<file path="config.mk">
export PLATFORM = sky130hd
export DESIGN_NAME = dla_top
export DESIGN_NICKNAME = d
export VERILOG_FILES = /design/src/dla_pkg.sv /design/src/dla_gain_if.sv /design/src/dla_gain_apply.sv /design/src/dla_zero_mute.sv /design/src/dla_top.sv
export SDC_FILE = /design/constraint.sdc
export NUM_CORES = 1
export LEC_CHECK = 0
export BUFFER_PORTS_ARGS = -buffer_cell sky130_fd_sc_hd__buf_2
export CAP_MARGIN = 20
export CORE_MARGIN = 5
export CORE_UTILIZATION = 44
export CTS_CLUSTER_SIZE = 30
export DETAILED_ROUTE_END_ITERATION = 6
export PLACE_DENSITY_LB_ADDON = 0.1
export SLEW_MARGIN = 5
export SYNTH_ARGS = -nofsm -noshare
export SYNTH_HDL_FRONTEND = slang
export SYNTH_HIERARCHICAL = 1
export SYNTH_SLANG_ARGS = --single-unit
</file>
<file path="constraint.sdc">
create_clock -name CLK -period 14 [get_ports CLK]
set_input_delay 2.1 -clock CLK [delete_from_list [all_inputs] [get_ports CLK]]
set_output_delay 2.1 -clock CLK [all_outputs]
set_load 0.01 [all_outputs]
</file>
<file path="src/dla_pkg.sv">
package dla_pkg;
  localparam int SMP_W     = 16;
  localparam int GAIN_W    = 20;
  localparam int GAIN_FRAC = 16;

  // register offsets on the control port
  localparam logic [6:0] ADDR_DAC_CTRL = 7'h0a;
  localparam logic [6:0] ADDR_LIM_ONE  = 7'h18;
  localparam logic [6:0] ADDR_LIM_TWO  = 7'h19;

  // field positions
  localparam int SILENCE_EN_POS = 2;
  localparam int LIM_EN_POS     = 8;
  localparam int DCY_POS        = 4;
  localparam int ATK_POS        = 0;
  localparam int LVL_POS        = 4;
  localparam int BOOST_POS      = 0;

  // reset values
  localparam logic       RST_ZERO_MUTE = 1'b0;
  localparam logic       RST_LIM_EN    = 1'b0;
  localparam logic [3:0] RST_RELEASE   = 4'h3;
  localparam logic [3:0] RST_ATTACK    = 4'h2;
  localparam logic [2:0] RST_LEVEL     = 3'h0;
  localparam logic [3:0] RST_LIFT      = 4'h0;

  // zero run that engages the mute
  localparam logic [10:0] ZERO_RUN_LEN = 11'h400;

  // ramp times per 6dB at the reference sample rate, code 0
  localparam longint REF_FS_HZ = 44100;
  localparam longint ATK0_NS   = 94000;
  localparam longint DCY0_NS   = 750000;
  localparam longint NS_PER_S  = 1000000000;
  localparam logic [3:0] TIME_CODE_MAX = 4'hb;
  localparam logic [2:0] LVL_CODE_MAX  = 3'h5;
  localparam logic [3:0] LIFT_CODE_MAX = 4'hc;

  // per-sample gain step: one octave (6dB) in Q16 spread over the ramp time
  localparam logic [19:0] ATK_STEP0 =
    20'(((longint'(1) << GAIN_FRAC) * NS_PER_S) / (ATK0_NS * REF_FS_HZ));
  localparam logic [19:0] DCY_STEP0 =
    20'(((longint'(1) << GAIN_FRAC) * NS_PER_S) / (DCY0_NS * REF_FS_HZ));

  // 1dB expressed in octaves, Q16
  localparam logic signed [19:0] ONE_DB     = 20'sh0_2a85;
  localparam logic signed [19:0] GAIN_FLOOR = 20'shc_0000;

  // full-scale amplitude for -0.5dB .. -6.5dB in 1dB steps
  localparam logic [15:0] THR_AMP [0:6] = '{
    16'h78d6, 16'h6bb2, 16'h5ffc, 16'h558c, 16'h4c3e, 16'h43f3, 16'h3c90};

  // 2^(i/16) in Q1.15
  localparam logic [15:0] EXP_LUT [0:15] = '{
    16'h8000, 16'h85ab, 16'h8b96, 16'h91c4, 16'h9838, 16'h9ef5, 16'ha5ff, 16'had58,
    16'hb505, 16'hbd09, 16'hc567, 16'hce25, 16'hd745, 16'he0cd, 16'heac1, 16'hf525};

  typedef enum logic [1:0] {
    DLA_HOLD   = 2'b00,
    DLA_ATTACK = 2'b01,
    DLA_DECAY  = 2'b11
  } dla_phase_t;
endpackage

</file>
<file path="src/dla_gain_if.sv">
`timescale 1ns/100ps
interface dla_gain_if;
  logic signed [dla_pkg::SMP_W-1:0]  sample;
  logic signed [dla_pkg::GAIN_W-1:0] gain;
  logic signed [dla_pkg::SMP_W-1:0]  result;
  modport src  (output sample, output gain, input result);
  modport unit (input sample, input gain, output result);
endinterface

</file>
<file path="src/dla_gain_apply.sv">
`timescale 1ns/100ps
module dla_gain_apply (
  dla_gain_if.unit g
);
  logic signed [3:0]  oct;
  logic        [3:0]  fidx;
  logic signed [32:0] prod;
  logic signed [34:0] wide;
  logic signed [34:0] shifted;
  logic        [4:0]  sh;

  // gain is log2 in Q16: integer octaves shift, top fraction bits index the table
  always_comb begin
    oct     = g.gain[19:16];
    fidx    = g.gain[15:12];
    prod    = g.sample * $signed({1'b0, dla_pkg::EXP_LUT[fidx]});
    wide    = {prod, 2'b00};
    sh      = 5'd17 - 5'({oct[3], oct});
    shifted = wide >>> sh;
    // saturate rather than wrap; boost can push peaks past full scale
    if (shifted > 35'sd32767) begin
      g.result = 16'sh7fff;
    end else if (shifted < -35'sd32768) begin
      g.result = 16'sh8000;
    end else begin
      g.result = shifted[15:0];
    end
  end
endmodule

</file>
<file path="src/dla_zero_mute.sv">
`timescale 1ns/100ps
module dla_zero_mute (
  input  wire logic clk,
  input  wire logic rst_b,
  input  wire logic enable,
  input  wire logic valid,
  input  wire logic is_zero,
  output logic      mute_next,
  output logic      muted
);
  logic [10:0] run;
  logic [10:0] next_run;

  // run length saturates at the trigger so it never wraps back to unmuted
  always_comb begin
    next_run  = run;
    mute_next = muted;
    if (valid) begin
      if (!is_zero) begin
        next_run = 11'h000;
      end else if (run != dla_pkg::ZERO_RUN_LEN) begin
        next_run = run + 11'h001;
      end
      mute_next = enable && (next_run == dla_pkg::ZERO_RUN_LEN);
    end else if (!enable) begin
      mute_next = 1'b0;
    end
  end

  always_ff @(posedge clk or negedge rst_b) begin
    if (!rst_b) begin
      run   <= 11'h000;
      muted <= 1'b0;
    end else begin
      run   <= next_run;
      muted <= mute_next;
    end
  end
endmodule

</file>
<file path="src/dla_top.sv">
`timescale 1ns/100ps
module dla_top (
  input  wire logic        CLK,
  input  wire logic        RST_B,
  input  wire logic [6:0]  REG_ADDR,
  input  wire logic [8:0]  REG_WDATA,
  input  wire logic        REG_WR,
  output logic      [8:0]  REG_RDATA,
  input  wire logic [15:0] SAMPLE_IN,
  input  wire logic        SAMPLE_VALID,
  output logic      [15:0] SAMPLE_OUT,
  output logic             SAMPLE_OUT_VALID,
  output logic             AUTO_MUTED,
  output logic      [1:0]  LIMIT_PHASE
);
  // control fields
  logic       zero_run_silence_enable;
  logic       peak_limiter_enable;
  logic [3:0] limiter_release_time;
  logic [3:0] limiter_attack_time;
  logic [2:0] limiter_threshold_level;
  logic [3:0] limiter_gain_lift;
  logic       next_zero_run_silence_enable;
  logic       next_peak_limiter_enable;
  logic [3:0] next_limiter_release_time;
  logic [3:0] next_limiter_attack_time;
  logic [2:0] next_limiter_threshold_level;
  logic [3:0] next_limiter_gain_lift;
  logic [8:0] next_rdata;

  // gain loop state
  // gain is a base-2 log in Q16: 65536 is one octave, about 6.02dB, and 0 is
  // unity; in the log domain every ramp is a plain add and a dB step is a
  // constant, at the price of a small table in the gain stage
  // the floor keeps a long overload from driving the gain out of range
  logic signed [19:0]  gain;
  logic signed [19:0]  next_gain;
  dla_pkg::dla_phase_t phase;
  dla_pkg::dla_phase_t next_phase;

  // output stage
  logic [15:0] next_out;
  logic        next_out_valid;

  // derived values
  // pure functions of the control fields, so a write reaches the loop
  // at the next sample with no extra latency
  logic        [3:0]  atk_code;
  logic        [3:0]  dcy_code;
  logic        [19:0] atk_step;
  logic        [19:0] dcy_step;
  logic        [2:0]  lvl_code;
  logic        [3:0]  lift_code;
  logic signed [19:0] target;
  logic        [15:0] upper_amp;
  logic        [15:0] lower_amp;
  logic        [16:0] mag;
  logic signed [15:0] applied;
  logic signed [20:0] cut;
  logic signed [20:0] rise;
  logic               mute_next;
  logic               muted;

  // the gain stage is combinational: the word leaving the output flop was
  // scaled by the gain that stood when its sample arrived
  // the new gain only applies from the following sample on
  dla_gain_if gain_bus ();

  assign gain_bus.sample = SAMPLE_IN;
  assign gain_bus.gain   = gain;
  assign applied         = gain_bus.result;

  dla_gain_apply u_gain (
    .g (gain_bus)
  );

  // zero detection looks at the raw input, ahead of any gain
  // the run counter keeps counting while automute is off, so enabling it
  // during a long silence mutes on the next zero sample rather than after
  // a fresh run of zeros
  dla_zero_mute u_mute (
    .clk       (CLK),
    .rst_b     (RST_B),
    .enable    (zero_run_silence_enable),
    .valid     (SAMPLE_VALID),
    .is_zero   (SAMPLE_IN == 16'h0000),
    .mute_next (mute_next),
    .muted     (muted)
  );

  // the flag is the mute flop itself, so it moves with the muted word
  assign AUTO_MUTED = muted;

  // register writes; unmapped offsets are ignored
  // a write takes effect at the edge that samples it; readback shows it a
  // cycle later because the read data is itself registered
  // other bits of the shared registers belong to functions outside this block
  always_comb begin
    next_zero_run_silence_enable = zero_run_silence_enable;
    next_peak_limiter_enable     = peak_limiter_enable;
    next_limiter_release_time    = limiter_release_time;
    next_limiter_attack_time     = limiter_attack_time;
    next_limiter_threshold_level = limiter_threshold_level;
    next_limiter_gain_lift       = limiter_gain_lift;
    if (REG_WR) begin
      case (REG_ADDR)
        dla_pkg::ADDR_DAC_CTRL: begin
          next_zero_run_silence_enable = REG_WDATA[dla_pkg::SILENCE_EN_POS];
        end
        dla_pkg::ADDR_LIM_ONE: begin
          next_peak_limiter_enable  = REG_WDATA[dla_pkg::LIM_EN_POS];
          next_limiter_release_time = REG_WDATA[dla_pkg::DCY_POS +: 4];
          next_limiter_attack_time  = REG_WDATA[dla_pkg::ATK_POS +: 4];
        end
        dla_pkg::ADDR_LIM_TWO: begin
          next_limiter_threshold_level = REG_WDATA[dla_pkg::LVL_POS +: 3];
          next_limiter_gain_lift       = REG_WDATA[dla_pkg::BOOST_POS +: 4];
        end
        default: begin
          next_limiter_gain_lift = limiter_gain_lift;
        end
      endcase
    end
  end

  // readback; bits belonging to other functions of these registers read zero
  // read data is registered so that the port comes straight from a flop
  always_comb begin
    next_rdata = 9'h000;
    case (REG_ADDR)
      dla_pkg::ADDR_DAC_CTRL: begin
        next_rdata[dla_pkg::SILENCE_EN_POS] = zero_run_silence_enable;
      end
      dla_pkg::ADDR_LIM_ONE: begin
        next_rdata[dla_pkg::LIM_EN_POS]  = peak_limiter_enable;
        next_rdata[dla_pkg::DCY_POS +: 4] = limiter_release_time;
        next_rdata[dla_pkg::ATK_POS +: 4] = limiter_attack_time;
      end
      dla_pkg::ADDR_LIM_TWO: begin
        next_rdata[dla_pkg::LVL_POS +: 3]   = limiter_threshold_level;
        next_rdata[dla_pkg::BOOST_POS +: 4] = limiter_gain_lift;
      end
      default: begin
        next_rdata = 9'h000;
      end
    endcase
  end

  // control field and read data flops
  always_ff @(posedge CLK or negedge RST_B) begin
    if (!RST_B) begin
      zero_run_silence_enable <= dla_pkg::RST_ZERO_MUTE;
      peak_limiter_enable     <= dla_pkg::RST_LIM_EN;
      limiter_release_time    <= dla_pkg::RST_RELEASE;
      limiter_attack_time     <= dla_pkg::RST_ATTACK;
      limiter_threshold_level <= dla_pkg::RST_LEVEL;
      limiter_gain_lift       <= dla_pkg::RST_LIFT;
      REG_RDATA               <= 9'h000;
    end else begin
      zero_run_silence_enable <= next_zero_run_silence_enable;
      peak_limiter_enable     <= next_peak_limiter_enable;
      limiter_release_time    <= next_limiter_release_time;
      limiter_attack_time     <= next_limiter_attack_time;
      limiter_threshold_level <= next_limiter_threshold_level;
      limiter_gain_lift       <= next_limiter_gain_lift;
      REG_RDATA               <= next_rdata;
    end
  end

  // time codes above the last table entry all take the slowest setting
  // a doubling of time is one right shift of the step, rounding down at each shift
  // steps round down, so every ramp runs slower than nominal; release code 11 rounds to a zero step and never rises
  always_comb begin
    atk_code  = (limiter_attack_time > dla_pkg::TIME_CODE_MAX) ?
                dla_pkg::TIME_CODE_MAX : limiter_attack_time;
    dcy_code  = (limiter_release_time > dla_pkg::TIME_CODE_MAX) ?
                dla_pkg::TIME_CODE_MAX : limiter_release_time;
    lvl_code  = (limiter_threshold_level > dla_pkg::LVL_CODE_MAX) ?
                dla_pkg::LVL_CODE_MAX : limiter_threshold_level;
    // reserved lift codes are held at the top step instead of overshooting
    lift_code = (limiter_gain_lift > dla_pkg::LIFT_CODE_MAX) ?
                dla_pkg::LIFT_CODE_MAX : limiter_gain_lift;
    // each code doubles the time, so it halves the per-sample step
    atk_step  = dla_pkg::ATK_STEP0 >> atk_code;
    dcy_step  = dla_pkg::DCY_STEP0 >> dcy_code;
    target    = 20'(dla_pkg::ONE_DB * $signed({1'b0, lift_code}));
    upper_amp = dla_pkg::THR_AMP[lvl_code];
    lower_amp = dla_pkg::THR_AMP[3'(lvl_code + 3'h1)];
  end

  // level of the sample as it leaves the gain stage
  // the magnitude of the most negative word needs the extra bit
  // comparing after the gain lets the loop settle on what actually leaves
  always_comb begin
    if (applied[15]) begin
      mag = 17'h0_0000 - {applied[15], applied};
    end else begin
      mag = {1'b0, applied};
    end
    cut  = {gain[19], gain} - $signed({1'b0, atk_step});
    rise = {gain[19], gain} + $signed({1'b0, dcy_step});
  end

  // with the limiter on, gain moves once per sample; between samples it holds
  // priority: above the upper threshold always cuts, even below target;
  // a lowered lift comes down next; only then may a quiet signal raise gain
  // one step per sample ties the ramp rate to the sample rate, which is
  // why the ramp times scale with it
  // with the limiter off the gain simply tracks the lift as a fixed boost
  always_comb begin
    next_gain  = gain;
    next_phase = phase;
    if (!peak_limiter_enable) begin
      next_gain  = target;
      next_phase = dla_pkg::DLA_HOLD;
    end else if (SAMPLE_VALID) begin
      case (1'b1)
        (mag > {1'b0, upper_amp}): begin
          next_phase = dla_pkg::DLA_ATTACK;
          if (cut < 21'(dla_pkg::GAIN_FLOOR)) begin
            next_gain = dla_pkg::GAIN_FLOOR;
          end else begin
            next_gain = cut[19:0];
          end
        end
        (gain > target): begin
          // lift lowered by software: come down at the attack rate
          next_phase = dla_pkg::DLA_ATTACK;
          if (cut < 21'(target)) begin
            next_gain = target;
          end else begin
            next_gain = cut[19:0];
          end
        end
        (mag < {1'b0, lower_amp} && gain < target): begin
          next_phase = dla_pkg::DLA_DECAY;
          if (rise > 21'(target)) begin
            next_gain = target;
          end else begin
            next_gain = rise[19:0];
          end
        end
        default: begin
          // between thresholds, or quiet and already at target with any lift: unchanged
          next_phase = dla_pkg::DLA_HOLD;
        end
      endcase
    end
  end

  // gain and phase flops; gain restarts at unity
  always_ff @(posedge CLK or negedge RST_B) begin
    if (!RST_B) begin
      gain  <= 20'sh0_0000;
      phase <= dla_pkg::DLA_HOLD;
    end else begin
      gain  <= next_gain;
      phase <= next_phase;
    end
  end

  // phase is a flop; hold is also reported while the limiter is off
  assign LIMIT_PHASE = phase;

  // output register; the mute decision for this very sample is used so
  // that a non-zero sample is never swallowed by a stale mute
  // between samples the last word is held, so a slow reader sees it steady
  always_comb begin
    next_out_valid = SAMPLE_VALID;
    next_out       = SAMPLE_OUT;
    if (SAMPLE_VALID) begin
      if (mute_next) begin
        next_out = 16'h0000;
      end else begin
        next_out = applied;
      end
    end
  end

  // output word and its strobe
  always_ff @(posedge CLK or negedge RST_B) begin
    if (!RST_B) begin
      SAMPLE_OUT       <= 16'h0000;
      SAMPLE_OUT_VALID <= 1'b0;
    end else begin
      SAMPLE_OUT       <= next_out;
      SAMPLE_OUT_VALID <= next_out_valid;
    end
  end
endmodule

</file>
## Word level (Yosys, flattened, before mapping)

Memory sizes are Yosys's and may differ from the RTL's.
Cells that the tools add are included.

- Flip-flop bits (word level): 77
- ROM bits: 512
- Bits of input ports: 36
- Output and inout bits: 29
- Logic and storage cells: 96
- Memories kept: 3

- $add $sub $neg: 6
- Multiply operators: 2
- Order comparisons: 16
- Eq/ne operators: 7
- Shifts and indexed selects: 3
- Mux-type cells: 36
- Bitwise logic cells: 3
- Reduce and logical (&&, ||, !) cells: 7

Memories:

| memory | words | bits a word | rd ports | clocked after memory_dff | write ports | line | source |
|---|---|---|---|---|---|---|---|
| (name not given) | 16 | 16 | 1 | 0 | 0 | dla_gain_apply.sv:16 | `prod = g.sample * $signed({1'b0, dla_pkg::EXP_LUT[fidx]});` |
| (name not given) | 8 | 16 | 1 | 0 | 0 | dla_top.sv:188 | `lower_amp = dla_pkg::THR_AMP[3'(lvl_code + 3'h1)];` |
| (name not given) | 8 | 16 | 1 | 0 | 0 | dla_top.sv:187 | `upper_amp = dla_pkg::THR_AMP[lvl_code];` |

Operator list:

| kind | number |
|---|---|
| 20-bit two-way mux | 8 |
| 16-bit two-way mux | 9 |
| 35-bit by 16-bit > comparator with 1-bit output, second input constant | 1 |
| 35-bit by 16-bit less-than comparator with 1-bit output, second input constant | 1 |
| 35-bit by 5-bit >>> shifter with 35-bit output | 1 |
| 16-bit by 17-bit multiplier with 33-bit output | 1 |
| 11-bit two-way mux | 3 |
| 21-bit by 20-bit adder with 21-bit output | 1 |
| 21-bit by 19-bit > comparator with 1-bit output | 1 |
| 21-bit by 19-bit less-than comparator with 1-bit output | 1 |
| 21-bit by 19-bit less-than comparator with 1-bit output, second input constant | 1 |
| 21-bit by 20-bit subtractor with 21-bit output | 1 |
| 20-bit by 19-bit > comparator with 1-bit output | 1 |
| 20-bit by 19-bit less-than comparator with 1-bit output | 1 |
| 11-bit by 4-bit right shift with 20-bit output, first input constant | 1 |
| 14-bit by 4-bit right shift with 20-bit output, first input constant | 1 |
| 14-bit by 4-bit multiplier with 18-bit output, first input constant | 1 |
| 17-bit by 16-bit > comparator with 1-bit output | 1 |
| 17-bit by 16-bit less-than comparator with 1-bit output | 1 |
| 17-bit two-way mux | 1 |
| 1-bit by 16-bit subtractor with 17-bit output, first input constant | 1 |
| 16-bit zero test | 1 |
| 7-bit by 5-bit == test with 1-bit output, second input constant | 2 |
| 4-bit > comparator, second input constant | 3 |
| 22 further kinds | 36 |

## Logic depth before layout (Yosys ltp)

Gate-level depths: netlist of the first run.

- Word-level depth: 18
- Depth in mapped cells: 55
- Depth with buffers taken out: 50

## Cells and area by module

The synthesis of the first run kept the hierarchy.

By module, submodules not included:

| module | times used | cells each | area each (sq um) | seq. area each (sq um) |
|---|---|---|---|---|
| dla_gain_apply | 1 | 1637 | 12853.6 | 0.0 |
| dla_top | 1 | 949 | 7786.2 | 1630.3 |
| dla_zero_mute | 1 | 100 | 959.7 | 300.3 |

## Least setup slack after synthesis of the first run

Ideal clock, no wire load.

- Path type: in2reg
- Start: input SAMPLE_IN[12]
- End: register gain[17]
- Library setup time: 126 ps
- Arrival: 12252 ps
- Path slack: 1622 ps
- Cell stages on the path: 42
- Cell sequence: clkbuf_1 -> nand2_1 -> fa_1 -> inv_1 -> fa_1 -> inv_1 -> fa_1 -> fa_1 -> fa_1 -> inv_1 -> fa_1 -> ha_1 -> buf_6 -> and4_1 -> a221o_1 -> a211oi_2 -> nor2_1 -> xnor2_1 -> (+6 left out) -> inv_1 -> ha_1 -> nand2_1 -> nand2_1 -> nand3b_1 -> o21ai_0 -> xnor2_1 -> ha_1 -> nand4_1 -> or3_1 -> nor4_1 -> o21ai_1 -> o21ai_2 -> and2_1 -> clkbuf_1 -> buf_2 -> nor2_1 -> a221o_1

- Word-level cells in the longest chain between the ends: 11

RTL lines:

| item | line | source |
|---|---|---|
| start: declaration | dla_top.sv:9 | `input wire logic [15:0] SAMPLE_IN,` |
| 16-bit by 17-bit multiplier with 33-bit output * | dla_gain_apply.sv:16 |  |
| 35-bit by 5-bit >>> shifter with 35-bit output * | dla_gain_apply.sv:19 | `shifted = wide >>> sh;` |
| 35-bit by 16-bit less-than comparator with 1-bit output | dla_gain_apply.sv:23 | `end else if (shifted < -35'sd32768) begin` |
| 16-bit two-way mux | dla_gain_apply.sv:23 |  |
| 16-bit two-way mux * | dla_gain_apply.sv:21 | `if (shifted > 35'sd32767) begin` |
| via applied[0] | dla_top.sv:58 | `logic signed [15:0] applied;` |
| 1-bit by 16-bit subtractor with 17-bit output | dla_top.sv:196 | `mag = 17'h0_0000 - {applied[15], applied};` |
| 17-bit two-way mux * | dla_top.sv:195 | `if (applied[15]) begin` |
| 17-bit by 16-bit less-than comparator with 1-bit output or 17-bit by 16-bit > comparator with 1-bit output (tied branches) | dla_top.sv:235, dla_top.sv:218 |  |
| 1-bit logical AND or 20-bit two-way mux (tied branches) | dla_top.sv:235, dla_top.sv:217 |  |
| 4-bit by 1-bit != test with 1-bit output (no source line) or 20-bit two-way mux (tied branches) | -- |  |
| 2-bit AND reduction (no source line) or 20-bit two-way mux (tied branches) | -- |  |
| end signal: assignment | dla_top.sv:257 | `gain <= next_gain;` |
| end: declaration | dla_top.sv:36 | `logic signed [19:0] gain;` |

Mark *: on every way through the listed nets, which the timed path passes. The rest lies on a longest branch. The select of a mux whose other input is x is not followed.
A chain may end at the register's enable or synchronous reset.

## Worst setup path in the final report of the first run

- Start: input SAMPLE_IN[7]
- End: register gain[2]

The elaborated chain is that of the path after synthesis.

==> results of run 1 <==
cell usage in the layout (no fill, tap or decap), types with 11 or more instances in the layout:
cell and n:
a31oi_1 24, ha_1 253, nor3_1 44, o22ai_1 13
o31ai_1 14, dfrtp_1 73, xnor2_1 49, o21ai_2 16
buf_4 76, nand3b_1 19, nor4_1 23, a211o_1 15
buf_2 63, mux2i_1 27, or3_1 12, o21ai_0 125
o21a_1 21, and3_1 11, a21o_1 19, a21oi_1 142
a211oi_1 23, mux2_2 35, nand2b_1 26, a22o_1 18
and2_1 110, inv_1 339, nand4_1 43, nor2_1 185
nor2b_1 20, o221ai_1 13, xor2_1 29, fa_1 198
o211ai_1 36, nand3_1 57, nand2_1 272
repair_timing:
| action | in CTS | in global routing |
|---|---|---|
| buffers inserted | 0 | 2 |
| gates resized for setup | 0 | 23 |
| endpoints found under the setup margin | 0 | 20 |
cell families (layout without fill, tap and decap cells):
| logic type | after synthesis | count (layout) | synth area share |
|---|---|---|---|
| muxes | 66 | 66 | 0.03493 |
| DFF | 77 | 77 | 0.08938 |
| and+or+nand+nor | 884 | 884 | 0.2058 |
| adders and majority gates | 452 | 452 | 0.3306 |
| xor gates and xnor gates | 82 | 82 | 0.03395 |
| AOI/OAI and AO/OA | 640 | 640 | 0.2072 |
| buffers and inverters | 485 | 498 | 0.09819 |
per-layer routing:
| metal | wire (um) | share of wire |
|---|---|---|
| met1 | 29840 | 0.42 |
| met2 | 34010 | 0.48 |
| met3 | 3792 | 0.053 |
| met4 | 3423 | 0.048 |
| met5 | 0 | 0 |
state kept, by name (all words and copies together) (netlist names):
signal / flops
u_mute/run: 11
u_mute/muted: 1
limiter_release_time: 4
zero_run_silence_enable: 1
gain: 20
limiter_threshold_level: 3
limiter_attack_time: 4
REG_RDATA: 9
LIMIT_PHASE: 2
peak_limiter_enable: 1
limiter_gain_lift: 4
SAMPLE_OUT_VALID: 1
SAMPLE_OUT: 16
worst max-delay path, delay by kind of cell:
kind | cells | cell delay, ns
buffers and inverters | 5 | 0.81
and+or+nand+nor | 14 | 3.31
xor gates and xnor gates | 1 | 0.19
adders and majority gates | 9 | 4.05
AOI/OAI and AO/OA | 11 | 3.02
metrics by stage:
step / std cells / worst slack (ns)
2_1_floorplan: 2686 / 1.622
3_3_place_gp: 3345 / 0.005412
3_5_place_dp: 3345 / -0.1880
4_1_cts: 3361 / 0.1563
5_1_grt: 3363 / 0.07604
6_report: 3363 / 0.7286
cell type report:
class | count | area, um2
fill | 4934 | 25850
multi-input combinational | 2124 | 17660
sequential | 77 | 1932
inverter | 343 | 1291
timing repair buffer | 139 | 885.9
tap | 664 | 830.8
clock buffer | 11 | 232.7
clock inverter | 5 | 61.31
path summary, 6_finish.rpt:
kind / startpoint / to / slack [ns] / depth (start not counted)
max in group asynchronous: RST_B / gain[16] / 11.25 / 2
worst min-delay path: SAMPLE_OUT[8] / SAMPLE_OUT[8] / 0.52 / 2
worst max register to register: gain[13] / gain[2] / 0.84 / 45
worst max-delay path: SAMPLE_IN[7] / gain[2] / 0.73 / 40
worst min register to register: SAMPLE_OUT[8] / SAMPLE_OUT[8] / 0.52 / 2
min in group asynchronous: RST_B / SAMPLE_OUT[15] / 1.63 / 1
==> results.toml, run 1 <==
[yosys]
syn_area_mm2 = 0.02160
synth_cell_types = 124
synth-seq-cells = 77
synthTopCellsByCount = "inv_1, nand2_1, ha_1"
synth_most_common_cell = "inv_1"
synth_largest_area_cell = "fa_1"
ys_seq_area_frac = 0.08938
synth_edf_count = 0
syn_nets = 3173
ys_top_cells_by_area = "fa_1, ha_1, dfrtp_1"
synth_warnings = 6
synthArstFlopShare = 1.000
yosysTopAreaCellShare = 0.1835
avgSynthCellArea_um2 = 8.041
synthCells = 2686
synth-main-ff-cell = "dfrtp_1"

[clock_network]
hold_buffers = 0
clk_path_buf_depth = 2
clkTransAtPathRegs_ns = 0.07
cts-buffers-inserted = 9
htree_levels = 3
clock_sinks = 77
cts_root_buffer = "clkbuf_16"
clk_latency_ns = 0.35
cts_tree = "built"

[drt]
drc = 2
vias = 19990
totalWireLength_mm = 71.07
drtIter0Drc = 1421
wl_per_cell_um = 21.13
via_per_inst = 5.944
first_pass_iters = 7
ant_nets = 0

[cells_and_area]
final_util = 0.4697
drive_above_1_share = 0.1093
design_area_mm2 = 0.02290
area_growth_pct = 6.007
layout.nets = 3181
n_antenna_cell = 0

[setup_path]
start_kind = "primary input"
worstSetupEndpointType = "flop"
slowest_delay_ns = 0.58
critical_path_arrival_ns = 13.50
critPathSlowestCell = "or4_1"
crit_top_cell = "fa_1"
critical_path_class = "primary input to flop"
critPathMaxFanout = 15
required_ns = 14.23

[flow_run]
drv_cap = 0

[grt]
antenna_found_initial = 0
grt_pass1_vias = 20180
met2_usage = 0.4529
grt_max_degree = 65
grt_overflow = 0
grt_usage = 0.2620
grt_pass1_wl_mm = 112.6
met1_usage = 0.3369
grt.busiest_layer = "met2"
globalRouteMet3Util = 0.02266

[sta]
finalMaxSlewViolations = 0
period_minus_slack_ns = 13.27
whs_ns = 0.5196
hold_viol = 0
slew_headroom = 0.2557
tightest_slew_ns = 1.116
finClkSkew_ns = 0.007286
finalCritPeriodShare = 0.9480
finalSetupViolCount = 0
setup_tns_ns = 0
fmax_ghz = 0.07535
rsz0062_at_grt = "false"

[status]
violations = "DRC"
status = "finished with violations"

[hold_path]
hp-class = "flop to flop"

[placed_design]
place_area_mm2 = 0.02250
port_buffers = 64
dp_hpwl_mm = 56.88
place_congestion = 0.9685

[floorplanning]
fp.coreArea_mm2 = 0.04875
start_util = 0.4431
die_w_um = 231.6
die_h_um = 231.6
io_pins = 65
rows = 81
die-area_mm2 = 0.05362
Power of run 1 is left out: the tool's default activity adds up to more than one toggle a clock period on the data nets, which glitch-free logic cannot reach.
==> inputs of run 2 (changes only) <==
CAP_MARGIN = 0   (was 20)
CORE_UTILIZATION = 55   (was 44)
==> run 2 against run 1 <==
The flow now finishes without violations; maximum frequency is 0.96% lower; die area shrank 19%; non-clock buffer count decreased by 2; count of clock-buffer cells in the layout fell by 1; clock skew increased by 0.0038 ns; first-iteration DRC count is 11% higher; register-to-register slack got worse by 0.18 ns; cell area fell by 0.77%; worst setup slack worse by 0.13 ns; sequential share of layout area increased by 0.065 points; critical path depth down 2; global-route usage up 5.3 points; critical endpoint is now gain[17]; highest routed layer is now met5.
==> results.toml, run 2 (synthesized netlist as in run 1, its figures left out) <==
[setup_path]
reg2reg_from = "gain[13]"
reg2reg_slack_ns = 0.66
crit_top_cell = "fa_1"
worstSetupEndpointType = "flop"
slowest_delay_ns = 0.56
critical_path_class = "primary input to flop"
critPathMaxFanout = 11
cp-startpoint = "SAMPLE_IN[15]"
critPathSlowestCell = "fa_1"
required_ns = 14.21
critical_path_arrival_ns = 13.61
start_kind = "primary input"

[cells_and_area]
fill_cells = 3618
area_growth_pct = 5.196
mostFrequentLayoutCells = "inv_1, nand2_1, ha_1"
layout.nets = 3179
top_regs = "gain: 20 flops, SAMPLE_OUT: 16 flops, u_mute/run: 11 flops"
largest_reg_flops = 20
drive_above_1_share = 0.1068
multi_input_area_mm2 = 0.01765
instances_no_fill = 3215
ff_latch_area_mm2 = 0.001932
n_antenna_cell = 0
largest_register = "gain"
final_common_cell = "inv_1"

[drt]
drtIter0Drc = 1584
via_per_inst = 6.309
vias = 20280
wl_per_cell_um = 21.67
drc = 0
ant_nets = 0
totalWireLength_mm = 69.66
first_pass_iters = 7

[sta]
finalMaxSlewViolations = 0
hold_viol = 0
whs_ns = 0.5251
layout_setup_ws_ns = 0.6004
period_minus_slack_ns = 13.40
fmax_ghz = 0.07463
setup_tns_ns = 0
finalCritPeriodShare = 0.9571
tightest_slew_ns = 0.9784
finalSetupViolCount = 0
slew_headroom = 0.3453
finClkSkew_ns = 0.01107

[clock_network]
clk_latency_ns = 0.34
cts-buffers-inserted = 9
cts_tree = "built"
cts_root_buffer = "clkbuf_16"
htree_levels = 3
clkTransAtPathRegs_ns = 0.06
clk_path_buf_depth = 2
clock_sinks = 77

[placed_design]
place_congestion = 0.9880
dp_hpwl_mm = 55.49
post-place-cells = 3196
place_ws_ns = -0.008446
port_buffers = 64

[grt]
met1_usage = 0.4095
grt_max_degree = 65
antenna_found_initial = 1
globalRouteMet3Util = 0.03570
grt_usage = 0.3152
grt_pass1_wl_mm = 111.4
grt_overflow = 0
grt.busiest_layer = "met2"
grt_pass1_vias = 20480
met2_usage = 0.5354

[floorplanning]
fp.coreArea_mm2 = 0.03874
io_pins = 65
start_util = 0.5576
die_h_um = 208.2
rows = 72
die-area_mm2 = 0.04333
die_w_um = 208.2

[hold_path]
hp-class = "flop to flop"
worstHoldStart = "SAMPLE_OUT[13]"

[status]
status = "complete, no violations"

[flow_run]
drv_cap = 0
-- run 2: changes by cell type in the layout (fill, tap and decap cells not counted), moves of 2 or more --
| cell | previous run | this run |
|---|---|---|
| a311oi_2 | 4 | 2 |
| a311oi_1 | 2 | 4 |
| a211oi_2 | 3 | 1 |
| clkbuf_1 | 2 | 0 |
| inv_6 | 0 | 2 |
| buf_4 | 76 | 74 |
-- run 2: layer usage --
layer | wire (um) | vias to the layer above
li1 | - | 9357
met1 | 28240 | 9861
met2 | 32930 | 849
met3 | 4936 | 213
met4 | 3541 | 2
met5 | 11 | -
-- run 2: path summary, 6_finish.rpt --
kind                                   to  cells after the start
min reg2reg                SAMPLE_OUT[13]                      2
max in group asynchronous        gain[16]                      2
max                              gain[17]                     38
min                        SAMPLE_OUT[13]                      2
min in group asynchronous  SAMPLE_OUT[15]                      1
max reg2reg                      gain[17]                     43
-- run 2: metrics by stage --
step                  util  cell area (um2)
floorplan                -            21600
finish              0.5866            22720
CTS                 0.5841            22630
detailed placement  0.5755            22290
global route        0.5866            22720
global placement    0.5755            22290
-- run 2: repair_timing --
action                                 CTS  global route
gates resized for setup                  0            19
hold buffers                             0             0
endpoints found under the hold margin    0             0
setup endpoints to repair                0            20
buffers inserted                         0             3
-- run 2: critical path: cells and delay by family --
| family | cells | cell delay [ns] |
|---|---|---|
| compound gates | 18 | 4.67 |
| buf+inv | 4 | 0.90 |
| mux | 1 | 0.50 |
| simple gates | 6 | 1.25 |
| fa+ha+maj | 8 | 3.88 |
| xor+xnor | 1 | 0.30 |
-- run 2: final cells by class --
type                            count  area share
Timing Repair Buffer              137     0.03833
Tap cell                          518     0.02852
Inverter                          343     0.05683
Clock inverter                      6    0.004075
Sequential cell                    77     0.08502
Multi-Input combinational cell   2124      0.7767
Clock buffer                       10     0.01052
Power of run 2 is left out for the same reason.
==> inputs of run 3 (changes only) <==
ABC_AREA = 1   (was not set)
CAP_MARGIN = 20   (was 0)
==> run 3 against run 2 <==
Non-clock buffer count decreased by 50; worst setup slack better by 1.1 ns; area after synthesis down 1.2%; sequential share of layout area is 0.14 points higher; cell area decreased by 1.7%; critical path depth is 24 higher; clock skew up 0.0025 ns; first-iteration DRC count up 8.5%; synthesized cell count rose by 22%; sequential cell count did not move; register-to-register slack improved by 1.1 ns; worst hold slack lost 0.037 ns; critical path type is now flop to flop.
==> results.toml, run 3 <==
[setup_path]
critical_path_arrival_ns = 12.54
critical_path_class = "flop to flop"
worstSetupEndpointType = "flop"
critPathSlowestCell = "dfrtp_1"
cp_top_family = "simple AND/OR/NAND/NOR gates"
critPathMaxFanout = 26
start_kind = "flop"
required_ns = 14.25
slowest_delay_ns = 0.72
worst-path-buf-inv = 9
crit_top_cell = "nand2_1"

[drt]
totalWireLength_mm = 67.57
vias = 21250
first_pass_iters = 6
drc = 0
ant_nets = 0
wl_per_cell_um = 17.73
via_per_inst = 5.573
drtIter0Drc = 1719

[floorplanning]
fp.coreArea_mm2 = 0.03856
rows = 72
die-area_mm2 = 0.04283
die_h_um = 207.0
start_util = 0.5533
io_pins = 65
die_w_um = 207.0

[clock_network]
htree_levels = 3
clock_sinks = 77
hold_buffers = 0
clkTransAtPathRegs_ns = 0.07
cts_setup_buffers = 0
clk_path_buf_depth = 2
cts-resized-gates = 0
clk_latency_ns = 0.37
cts_tree = "built"
cts_root_buffer = "clkbuf_16"
cts-buffers-inserted = 9

[yosys]
avgSynthCellArea_um2 = 6.502
yosysTopAreaCellShare = 0.1858
synthTopCellsByCount = "nand2_1, inv_1, nor2_1"
syn_nets = 3768
synthCells = 3281
synthArstFlopShare = 1.000
synth_most_common_cell = "nand2_1"
syn_area_mm2 = 0.02133
synth_largest_area_cell = "fa_1"
synth_warnings = 6
synth-main-ff-cell = "dfrtp_1"
ys_top_cells_by_area = "fa_1, nand2_1, ha_1"
ys_seq_area_frac = 0.09049
synth-seq-cells = 77
synth_cell_types = 67
synth_edf_count = 0

[sta]
hold_viol = 0
slew_headroom = 0.3247
setup_tns_ns = 0
rsz0062_at_grt = "false"
finalCritPeriodShare = 0.8773
finalMaxSlewViolations = 0
period_minus_slack_ns = 12.28
finClkSkew_ns = 0.01354
finalSetupViolCount = 0
fmax_ghz = 0.08142
tightest_slew_ns = 1.002

[grt]
grt_pass1_vias = 20480
grt_overflow = 0
grt_max_degree = 67
grt_pass1_wl_mm = 108.5
grt_usage = 0.3185
antenna_found_initial = 1

[placed_design]
port_buffers = 64
dp_hpwl_mm = 55.28
place_congestion = 1.010

[status]
status = "complete, no violations"

[cells_and_area]
final_common_cell = "nand2_1"
largest_register = "gain"
area_growth_pct = 4.698
top_regs = "gain: 20 flops, SAMPLE_OUT: 16 flops, u_mute/run: 11 flops"
drive_above_1_share = 0.06954
layout.nets = 3775
largest_reg_flops = 20
mostFrequentLayoutCells = "nand2_1, inv_1, nor2_1"

[hold_path]
hp-class = "flop to flop"

[flow_run]
drv_cap = 0
[run 3: path summary, 6_finish.rpt]
path	from	end	slack (ns)	cells after the start
setup / recovery	gain[12]	gain[5]	1.72	62
hold reg to reg	SAMPLE_OUT[10]	SAMPLE_OUT[10]	0.49	2
setup reg to reg	gain[12]	gain[5]	1.72	62
hold / removal	SAMPLE_OUT[10]	SAMPLE_OUT[10]	0.49	2
min in group asynchronous	RST_B	u_mute/run[1]	1.56	1
max in group asynchronous	RST_B	SAMPLE_OUT[3]	11.30	2
[run 3: per-stage QoR]
step	cell area, um2	hold slack, ns	util	setup slack (ns)	instances
CTS	22330	0.4939	0.5792	1.871	3811
global placement	22040	0.4691	0.5715	1.675	3795
floorplan	21330	0.4921	-	3.307	3281
detailed placement	22040	0.4736	0.5715	1.609	3795
global route	22340	0.5241	0.5793	0.8526	3812
finish	22340	0.4880	0.5793	1.718	3812
[run 3: final cells by class]
class                   count  area (um2)
diodes                      1       2.502
clock buffers               9       225.2
clock inverters             7       72.57
flip-flops and latches     77        1931
multi-input cells        2497       16640
repair buffers             87       495.5
well taps                 518       648.1
fillers                  3922       16220
inverters                 616        2320
[run 3: per-layer routing]
layer	track usage	share of wire	vias to the layer above
li1	-	-	10230
met1	0.4548	0.45	10020
met2	0.4882	0.43	877
met3	0.07327	0.093	123
met4	0.08687	0.028	0
met5	0	0	-
[run 3: cells by family (layout without fill, tap and decap cells)]
logic type | count (synthesis) | after routing | share of synthesized area
AND/OR/NAND/NOR | 1655 | 1655 | 0.3317
buffers and inverters | 707 | 719 | 0.1300
adder cells (fa/ha/maj) | 451 | 451 | 0.3342
AO/OA/AOI/OAI | 326 | 326 | 0.08680
flip-flops | 77 | 77 | 0.09049
XOR/XNOR | 63 | 63 | 0.02586
multiplexers | 2 | 2 | 0.0009970
other | 0 | 1 | 0
[run 3: worst reg2reg max path: cells and delay by family, from the launching register on]
kind                       cells  cell delay [ns]
buffers and inverters          9             1.37
AOI/OAI and AO/OA              5             1.16
DFF                            1             0.72
adders and majority gates     10             4.36
and+or+nand+nor               37             4.39
xor gates and xnor gates       1             0.17
Power of run 3 is left out for the same reason.
